--- src/verilog/gpio_port_regs.svh ---
// Register offsets, field codes and reset values of the GPIO port bank.
// Assumes byte addressing on APB with one aligned 32-bit word per register.
`ifndef GPIO_PORT_REGS_SVH
`define GPIO_PORT_REGS_SVH

// Printed offsets are register indices; byte address is four times index
`define IDX_DRIVE_ENABLE_REG 4'h0
`define IDX_DRIVE_ENABLE_SETTER 4'h1
`define IDX_DRIVE_ENABLE_CLEARER 4'h2
`define IDX_DRIVE_ENABLE_FLIPPER 4'h3
`define IDX_PIN_LEVEL_LATCH 4'h4
`define IDX_LEVEL_SETTER 4'h5
`define IDX_LEVEL_CLEARER 4'h6
`define IDX_LEVEL_FLIPPER 4'h7
`define IDX_SAMPLED_PIN_LEVELS 4'h8
`define IDX_PIN_EVENT_FLAG_REG 4'h9
// Sense select block: one word per pin, index 0x10 + n
`define IDX_SENSE_BASE 5'h10
// Index field position in the byte address
`define ADDR_IDX_LSB 2
`define ADDR_IDX_W 5
// Reset value of every port register
`define PORT_RESET 8'h00
`define SENSE_RESET 3'h0
// Sense select codes
`define SENSE_OFF_BUFFER_ON 3'h0
`define SENSE_ANY_EDGE 3'h1
`define SENSE_RISING 3'h2
`define SENSE_FALLING 3'h3
`define SENSE_BUFFER_OFF 3'h4
`define SENSE_LOW_LEVEL 3'h5

`endif

--- src/verilog/gpio_port_pkg.sv ---
// Types shared by the GPIO port bank files.
// Assumes nothing beyond a SystemVerilog compiler.
package gpio_port_pkg;

  // One APB request as seen by the slave
  typedef struct packed {
    logic psel;
    logic penable;
    logic pwrite;
    logic [31:0] paddr;
    logic [31:0] pwdata;
  } apb_req_s;

  // Sense select code of one pin
  typedef logic [2:0] sense_t;

endpackage

--- src/verilog/gpio_port_register_bank.sv ---
// Eight-bit GPIO port register bank with APB slave and pin drivers.
// Assumes an APB master on clock_in and asynchronous external pins.
// What this block does
// - Direction bit 1 enables pin driver
// - Direction never touches input buffer
// - Direction-set alias sets written one bits
// - Direction-clear alias clears written one bits
// - Direction-toggle alias inverts written one bits
// - Direction aliases read back direction register
// - Output level bit sets driven level
// - Level-set alias sets written one bits
// - Level-clear alias clears written one bits
// - Level-toggle alias inverts written one bits
// - Level aliases read back output level
// - Input register shows sampled pin levels
// - Input register write ones toggle outputs
// - Disabled buffer holds input value bit
// - Flag set on matching sense condition
// - Writing one clears interrupt flag
// - Sense field encodes edge, level, off
// - Pin request high while flag set
`timescale 1ns/100ps
`include "gpio_port_regs.svh"

module gpio_port_register_bank
  import gpio_port_pkg::*;
#(
  parameter int PINS = 8 // Pins in the port
)
(
  // Clock and reset
  input wire logic clock_in,
  input wire logic rst_b_in,
  // APB slave
  input wire logic psel,
  input wire logic penable,
  input wire logic pwrite,
  input wire logic [31:0] paddr,
  input wire logic [31:0] pwdata,
  output logic [31:0] prdata,
  output logic pready,
  output logic pslverr,
  // Pins
  input wire logic [PINS-1:0] pin_in,
  output logic [PINS-1:0] pin_out,
  output logic [PINS-1:0] pin_oe_out,
  // Pin interrupt request
  output logic pin_irq_out
);
  import gpio_port_pkg::*;

  ////////////////////////////////////////////////////////////////////////////
  // Bus decode

  apb_req_s req; // Bundled request
  logic wr_acc; // Write access phase
  logic rd_acc; // Read access phase
  logic [`ADDR_IDX_W-1:0] idx; // Register index
  logic [7:0] wbyte; // Low write byte
  logic mapped; // Address hits a register

  assign req = '{psel: psel, penable: penable, pwrite: pwrite, paddr: paddr, pwdata: pwdata};
  assign idx = req.paddr[`ADDR_IDX_LSB +: `ADDR_IDX_W];
  assign wbyte = req.pwdata[7:0];
  assign wr_acc = req.psel && req.penable && req.pwrite;
  assign rd_acc = req.psel && req.penable && !req.pwrite;

  // Index hit, shared by every write strobe but the sense selects
  function automatic logic hit(input logic [`ADDR_IDX_W-1:0] a, input logic [3:0] target,
                               input logic [31:0] full);
    hit = (a == {1'b0, target}) && (full[1:0] == 2'b00)
          && (full[31:`ADDR_IDX_LSB+`ADDR_IDX_W] == '0);
  endfunction

  // Whether address falls in the sense block
  function automatic logic in_sense(input logic [31:0] full);
    in_sense = (full[1:0] == 2'b00) && (full[31:`ADDR_IDX_LSB+`ADDR_IDX_W] == '0)
               && full[`ADDR_IDX_LSB+4] && (full[`ADDR_IDX_LSB+3 +: 1] == 1'b0);
  endfunction

  // Zero wait states; unmapped address answers with slave error
  assign pready = 1'b1;
  assign mapped = in_sense(req.paddr) || ((req.paddr[1:0] == 2'b00)
                  && (req.paddr[31:`ADDR_IDX_LSB+`ADDR_IDX_W] == '0)
                  && (idx <= {1'b0, `IDX_PIN_EVENT_FLAG_REG}));
  assign pslverr = req.psel && req.penable && !mapped;

  ////////////////////////////////////////////////////////////////////////////
  // Pin synchroniser

  logic [PINS-1:0] sync1_r; // First stage, read only by second
  logic [PINS-1:0] sync2_r; // Stable pin level

  // Two-flop synchroniser on the asynchronous pins
  always_ff @(posedge clock_in or negedge rst_b_in)
  begin
    if (!rst_b_in)
    begin
      sync1_r <= '0;
      sync2_r <= '0;
    end
    else
    begin
      sync1_r <= pin_in;
      sync2_r <= sync1_r;
    end
  end

  ////////////////////////////////////////////////////////////////////////////
  // Sense select registers and per-pin detectors

  sense_t sense_r [PINS]; // Per-pin sense select
  sense_t sense_nxt [PINS];
  logic [PINS-1:0] level; // Sampled levels
  logic [PINS-1:0] hit_vec; // Sense matches this cycle

  genvar g;
  generate
    for (g = 0; g < PINS; g++)
    begin : g_pin
      // Sense select written at its own index
      always_comb
      begin
        sense_nxt[g] = sense_r[g];
        if (wr_acc && in_sense(req.paddr) && (idx[2:0] == 3'(g)))
          sense_nxt[g] = wbyte[2:0];
      end

      always_ff @(posedge clock_in or negedge rst_b_in)
      begin
        if (!rst_b_in)
          sense_r[g] <= `SENSE_RESET;
        else
          sense_r[g] <= sense_nxt[g];
      end

      pin_sense u_sense (
        .clock_in(clock_in),
        .rst_b_in(rst_b_in),
        .sense_in(sense_r[g]),
        .pin_sync_in(sync2_r[g]),
        .level_out(level[g]),
        .hit_out(hit_vec[g])
      );
    end
  endgenerate

  ////////////////////////////////////////////////////////////////////////////
  // Direction, output level and flag registers

  logic [7:0] dir_r; // Direction register
  logic [7:0] dir_nxt;
  logic [7:0] lvl_r; // Output level register
  logic [7:0] lvl_nxt;
  logic [7:0] flag_r; // Pin event flags
  logic [7:0] flag_nxt;
  logic [7:0] hit8; // Matches widened to a byte

  assign hit8 = 8'(hit_vec);

  // Next values from bus writes and pin events
  always_comb
  begin
    dir_nxt = dir_r;
    lvl_nxt = lvl_r;
    flag_nxt = flag_r;
    if (wr_acc)
    begin
      if (hit(idx, `IDX_DRIVE_ENABLE_REG, req.paddr))
        dir_nxt = wbyte;
      if (hit(idx, `IDX_DRIVE_ENABLE_SETTER, req.paddr))
        dir_nxt = dir_r | wbyte;
      if (hit(idx, `IDX_DRIVE_ENABLE_CLEARER, req.paddr))
        dir_nxt = dir_r & ~wbyte;
      if (hit(idx, `IDX_DRIVE_ENABLE_FLIPPER, req.paddr))
        dir_nxt = dir_r ^ wbyte;
      if (hit(idx, `IDX_PIN_LEVEL_LATCH, req.paddr))
        lvl_nxt = wbyte;
      if (hit(idx, `IDX_LEVEL_SETTER, req.paddr))
        lvl_nxt = lvl_r | wbyte;
      if (hit(idx, `IDX_LEVEL_CLEARER, req.paddr))
        lvl_nxt = lvl_r & ~wbyte;
      if (hit(idx, `IDX_LEVEL_FLIPPER, req.paddr))
        lvl_nxt = lvl_r ^ wbyte;
      // Input register write toggles outputs, samples untouched
      if (hit(idx, `IDX_SAMPLED_PIN_LEVELS, req.paddr))
        lvl_nxt = lvl_r ^ wbyte;
      if (hit(idx, `IDX_PIN_EVENT_FLAG_REG, req.paddr))
        flag_nxt = flag_r & ~wbyte;
    end
    // Set after clear so an event in the clearing cycle wins
    flag_nxt = flag_nxt | hit8;
  end

  // Registers
  always_ff @(posedge clock_in or negedge rst_b_in)
  begin
    if (!rst_b_in)
    begin
      dir_r <= `PORT_RESET;
      lvl_r <= `PORT_RESET;
      flag_r <= `PORT_RESET;
    end
    else
    begin
      dir_r <= dir_nxt;
      lvl_r <= lvl_nxt;
      flag_r <= flag_nxt;
    end
  end

  ////////////////////////////////////////////////////////////////////////////
  // Pin drive and interrupt request

  // Driver enable from direction only; level presented regardless
  assign pin_oe_out = dir_r[PINS-1:0];
  assign pin_out = lvl_r[PINS-1:0];
  // Flags clear only by software, so request holds until then
  assign pin_irq_out = |flag_r;

  ////////////////////////////////////////////////////////////////////////////
  // Read data

  logic [7:0] rbyte; // Selected register byte

  // Read mux; aliases return their base register
  always_comb
  begin
    rbyte = 8'h00;
    if (in_sense(req.paddr))
      rbyte = {5'h00, sense_r[idx[2:0]]};
    else
    begin
      case (idx[3:0])
        `IDX_DRIVE_ENABLE_REG, `IDX_DRIVE_ENABLE_SETTER,
        `IDX_DRIVE_ENABLE_CLEARER, `IDX_DRIVE_ENABLE_FLIPPER: rbyte = dir_r;
        `IDX_PIN_LEVEL_LATCH, `IDX_LEVEL_SETTER,
        `IDX_LEVEL_CLEARER, `IDX_LEVEL_FLIPPER: rbyte = lvl_r;
        `IDX_SAMPLED_PIN_LEVELS: rbyte = 8'(level);
        `IDX_PIN_EVENT_FLAG_REG: rbyte = flag_r;
        default: rbyte = 8'h00;
      endcase
    end
  end

  assign prdata = (rd_acc && mapped) ? {24'h000000, rbyte} : 32'h00000000;

  ////////////////////////////////////////////////////////////////////////////
  // Checks

  logic dir_set_wr; // Helper strobes for checks
  logic lvl_tgl_wr;
  logic in_wr;
  logic flag_wr;
  assign dir_set_wr = wr_acc && hit(idx, `IDX_DRIVE_ENABLE_SETTER, req.paddr);
  assign lvl_tgl_wr = wr_acc && hit(idx, `IDX_LEVEL_FLIPPER, req.paddr);
  assign in_wr = wr_acc && hit(idx, `IDX_SAMPLED_PIN_LEVELS, req.paddr);
  assign flag_wr = wr_acc && hit(idx, `IDX_PIN_EVENT_FLAG_REG, req.paddr);
endmodule

--- src/verilog/pin_sense.sv ---
// One pin's sampling and event detection.
// Assumes the pin level is already synchronised to clock_in.
`timescale 1ns/100ps
`include "gpio_port_regs.svh"

module pin_sense
  import gpio_port_pkg::*;
(
  // Clock and reset
  input wire logic clock_in,
  input wire logic rst_b_in,
  // Configuration and pin
  input wire gpio_port_pkg::sense_t sense_in,
  input wire logic pin_sync_in,
  // Results
  output logic level_out,
  output logic hit_out
);
  import gpio_port_pkg::*;

  logic level_r; // Held sample
  logic level_nxt;
  logic buf_on; // Digital input buffer enabled

  // Buffer on for every code but the buffer-off code
  assign buf_on = (sense_in != `SENSE_BUFFER_OFF);

  // Sample only while buffer enabled, else hold
  always_comb
  begin
    level_nxt = buf_on ? pin_sync_in : level_r;
  end

  // Edge match against previous sample, low level against the pin
  always_comb
  begin
    case (sense_in)
      `SENSE_ANY_EDGE: hit_out = buf_on && (pin_sync_in != level_r);
      `SENSE_RISING: hit_out = pin_sync_in && !level_r;
      `SENSE_FALLING: hit_out = !pin_sync_in && level_r;
      `SENSE_LOW_LEVEL: hit_out = !pin_sync_in;
      default: hit_out = 1'b0; // Disabled and reserved codes
    endcase
  end

  // Sample register
  always_ff @(posedge clock_in or negedge rst_b_in)
  begin
    if (!rst_b_in)
      level_r <= 1'b0;
    else
      level_r <= level_nxt;
  end

  assign level_out = level_r;

endmodule
--- config.mk ---
export PLATFORM = sky130hd
export DESIGN_NAME = gpio_port_register_bank
export DESIGN_NICKNAME = d
export VERILOG_FILES = /design/src/verilog/gpio_port_pkg.sv /design/src/verilog/gpio_port_register_bank.sv /design/src/verilog/pin_sense.sv
export VERILOG_INCLUDE_DIRS = /design/src /design/src/verilog
export SDC_FILE = /design/constraint.sdc
export NUM_CORES = 1
export LEC_CHECK = 0
export BUFFER_PORTS_ARGS = -buffer_cell sky130_fd_sc_hd__buf_2
export CAP_MARGIN = 20
export CORE_MARGIN = 1.5
export CORE_UTILIZATION = 45
export CTS_CLUSTER_SIZE = 30
export DETAILED_ROUTE_END_ITERATION = 10
export PLACE_DENSITY_LB_ADDON = 0.2
export SYNTH_ARGS = -nofsm -noshare
export SYNTH_HDL_FRONTEND = slang
export SYNTH_HIERARCHICAL = 1
export SYNTH_SLANG_ARGS = --single-unit
export TNS_END_PERCENT = 1
--- constraint.sdc ---
create_clock -name clock_in -period 1.7 [get_ports clock_in]
set_clock_uncertainty 0.05 [all_clocks]
set_input_delay 0 -clock clock_in [delete_from_list [all_inputs] [get_ports clock_in]]
set_output_delay 0 -clock clock_in [all_outputs]
set_load 0.02 [all_outputs]
==> impl_summary.txt <==
----------------------------------------------------
[Pwr]
  Clock share of power ... 47.5%
  Design internal power ... 0.003269 W
  Net switching component of the power ... 0.001153 W
  LEAKAGE ... 3.313 nW
  Flop pwr share ... 39.9%
  Areal power density over the cells ... 658.7 mW/mm^2
  Net switching fraction of the power ... 26.07%
  Logic pwr share ... 12.5%
  Design Power ... 0.004421 W
  Maximum ir drop on the vdd rail ... 689.4 uV

[Detailed routing]
  Ratio of routed vias to standard cells ... 5.352
  Count of antenna-violating nets left after detailed routing ... 0
  Average wire length per cell after detail routing ... 16.70 um
  Detailed-router iteration count before antenna repair ... 4
  Starting DRT DRC Count ... 226
  Count of vias placed by the detailed router ... 4330
  Residual DRC ... 0
  Routed Wire Length ... 13.51 mm

[Timing]
  Period utilization ... 105.2%
  Unrepaired setup endpoints after global routing ... true
  Total Negative Setup Slacks ... -0.3202 ns
  Slew Limit Fails ... 0
  Final Hold Viols ... 0
  Final worst-path setup slack ... -0.08808 ns
  Fmax ... 559.3 MHz
  Period minus WS final ... 1.788 ns
  Number of setup violations in the final report ... 8

[Global route]
  Maximum number of pins on one net before global-route repair ... 44
  Total congestion overflow ... 0
  Number of antenna violations at the first check in global routing ... 0
  All-layer global routing usage ... 23.94%
  First-pass GRT wire length ... 21.78 mm
  Via count of the first global-routing pass ... 4336

[Synth]
  Top FF cell, synth ... sky130_fd_sc_hd__dfrtp_1
  Mean Syn Cell Area ... 10.19 um^2
  Share of the yosys chip area belonging to registers ... 34.74%
  Area fraction of the dominant cell type after synthesis ... 34.74%
  Post-synthesis instance area ... 0.005186 mm^2
  Cell count after synthesis ... 509
  Top post-synthesis cells by area ... sky130_fd_sc_hd__dfrtp_1, sky130_fd_sc_hd__ha_1, sky130_fd_sc_hd__mux2_2, sky130_fd_sc_hd__mux2i_1, sky130_fd_sc_hd__buf_4
  Commonest cells in the synthesized netlist ... sky130_fd_sc_hd__dfrtp_1, sky130_fd_sc_hd__inv_1, sky130_fd_sc_hd__ha_1
  Number of enable-type register cells in the synthesized netlist ... 0
  Yosys top cell by area ... sky130_fd_sc_hd__dfrtp_1
  Post-synthesis async set-or-reset flop share ... 100.0%
  Number of synthesis warnings ... 6
  Distinct cell type count of the synthesized netlist ... 57
  Most numerous cell in the Yosys netlist ... sky130_fd_sc_hd__dfrtp_1
  Flip-flop and latch count after synthesis ... 72

[Hold path]
  Worst hold path class ... input pin to register

[Die]
  Core Rows ... 39
  Top Ports ... 128
  Initial core utilization ... 45.81%
  Area inside the core boundary ... 0.01132 mm^2
  Die width ... 110.4 um
  Die Ht ... 110.4 um
  Die Area ... 0.01218 mm^2

[Worst setup path]
  Worst setup EP type ... output port
  Kind of start point of the critical path ... register
  Critical path required time ... 1.65 ns
  Critical-path maximum fanout ... 2
  CP Class ... register to output port
  Worst endpoint data arrival time ... 1.74 ns

[Cells and area]
  Layout cells sized above 1 ... 36.04%
  Post-layout net count ... 786
  Antenna diodes ... 0
  Post-route cell area ... 0.006711 mm^2
  Layout area overhead ... 29.41%

[Placement]
  Placement Cell Area ... 0.005918 mm^2
  Final weighted congestion of routability-driven global placement ... 0.8736
  IO buf count ... 78
  Placed wire-length estimate ... 10.06 mm
  Pre-CTS WS ... -0.3276 ns

[Clock network]
  TritonCTS clock tree ... yes
  # clock sinks ... 72
  Latest clock arrival within the worst-skew pair ... 0.35 ns
  Num CTS Buffers ... 9
  Worst-case clock buffer depth ... 2
  Clock-pin slew of the registers on the worst-case setup and hold paths ... 0.07 ns
  Depth of the CTS H-tree ... 3
  Root Buffer ... sky130_fd_sc_hd__clkbuf_16

[Outcome]
  Violations in the final reports ... setup timing
  Result of the run ... complete, but fails checks

[Flow run]
  Max-cap violations ... 0

----------------------------------------------------
[timing repair]
action | in CTS | in global routing
hold buffers | 14 | 0
pin swaps | 12 | 4
hold endpoints to repair | 57 | 0
buffers inserted | 25 | 1
resized for setup | 28 | 9
setup endpoints to repair | 8 | 13
[metal layers]
| metal | track usage [%] | part of all wire (%) |
|---|---|---|
| met5 | 0 | 0 |
| met4 | 10.71 | 2.3 |
| met3 | 4.527 | 5.0 |
| met2 | 39.42 | 49 |
| met1 | 30.53 | 44 |
[cells in the final DEF (no fill, tap or decap), types with 7 or more instances in the layout]
master,count
sky130_fd_sc_hd__clkbuf_16,9
sky130_fd_sc_hd__mux2_2,30
sky130_fd_sc_hd__dfrtp_1,68
sky130_fd_sc_hd__nand4_1,7
sky130_fd_sc_hd__ha_1,48
sky130_fd_sc_hd__mux4_2,8
sky130_fd_sc_hd__o21ai_0,9
sky130_fd_sc_hd__buf_6,9
sky130_fd_sc_hd__buf_4,70
sky130_fd_sc_hd__a21o_1,8
sky130_fd_sc_hd__mux2i_1,22
sky130_fd_sc_hd__nand2_1,28
sky130_fd_sc_hd__nor2b_1,12
sky130_fd_sc_hd__inv_1,50
sky130_fd_sc_hd__nor2_1,27
sky130_fd_sc_hd__dlygate4sd3_1,14
sky130_fd_sc_hd__buf_2,67
sky130_fd_sc_hd__nor3b_1,8
sky130_fd_sc_hd__nand2b_1,18
sky130_fd_sc_hd__conb_1,25
sky130_fd_sc_hd__a21oi_1,13
sky130_fd_sc_hd__a32oi_1,8
sky130_fd_sc_hd__a211oi_1,14
[flip-flops by register name (all words and copies together), names as in the netlist]
name	flops
pin_out	8
g_pin.u_sense/level_out	8
flag_r	8
pin_oe_out	8
sense_r	24
sync1_r	8
sync2_r	8
[critical path, cell delays in order (launching register included)]
cell	delay, ns
sky130_fd_sc_hd__dfrtp_1	0.39
sky130_fd_sc_hd__mux4_2	0.50
sky130_fd_sc_hd__mux2i_2	0.23
sky130_fd_sc_hd__a211oi_2	0.10
sky130_fd_sc_hd__buf_4	0.16
[kinds of logic (layout without fill, tap and decap cells)]
group,Yosys count,count (layout),share of synthesized area [%]
buffers and inverters,95,229,9.409
xor gates and xnor gates,1,1,0.1689
DFF,72,72,34.74
adders and majority gates,48,48,11.58
other,2,25,0.1448
and+or+nand+nor,141,141,16.21
AOI/OAI and AO/OA,85,85,12.35
muxes,65,65,15.39
[worst paths after layout]
path | start | end | slack [ns] | depth (start not counted)
setup / recovery | sense_r[10] | prdata[1] | -0.09 | 4
hold / removal | pwdata[2] | flag_r[2] | 0.05 | 3
setup reg to reg | pin_oe_out[0] | pin_oe_out[0] | 0.07 | 4
hold reg to reg | sync1_r[4] | sync2_r[4] | 0.30 | 0
max in group asynchronous | rst_b_in | sense_r[8] | 0.82 | 3
min in group asynchronous | rst_b_in | pin_out[1] | 0.10 | 2
[power groups by stage]
stage / Sequential, W / Clock, W / Combinational [W]
floorplan: 0.00179 / 0 / 0.000344
global placement: 0.00180 / 0 / 0.000502
detailed placement: 0.00180 / 0 / 0.000518
CTS: 0.00177 / 0.00214 / 0.000552
global route: 0.00177 / 0.00223 / 0.000618
finish: 0.00177 / 0.00210 / 0.000554
[final cells by class]
cell class | instances | area [um^2]
Tap cell | 143 | 178.9
Clock buffer | 9 | 225.2
Multi-Input combinational cell | 365 | 3065
Sequential cell | 72 | 1807
Clock inverter | 7 | 101.3
Timing Repair Buffer | 162 | 1142
Inverter | 51 | 191.4
Fill cell | 988 | 4609
[per-stage QoR]
step | hold WS, ns | utilization [%] | cells
6_report | 0.05041 | 59.28 | 809
5_1_grt | 0.06168 | 59.28 | 809
4_1_cts | 0.03426 | 58.96 | 808
3_5_place_dp | -0.05885 | 52.28 | 753
3_3_place_gp | -0.06116 | 52.28 | 753
2_1_floorplan | -0.3456 | - | 532
(Power assumes the default switching activity.)
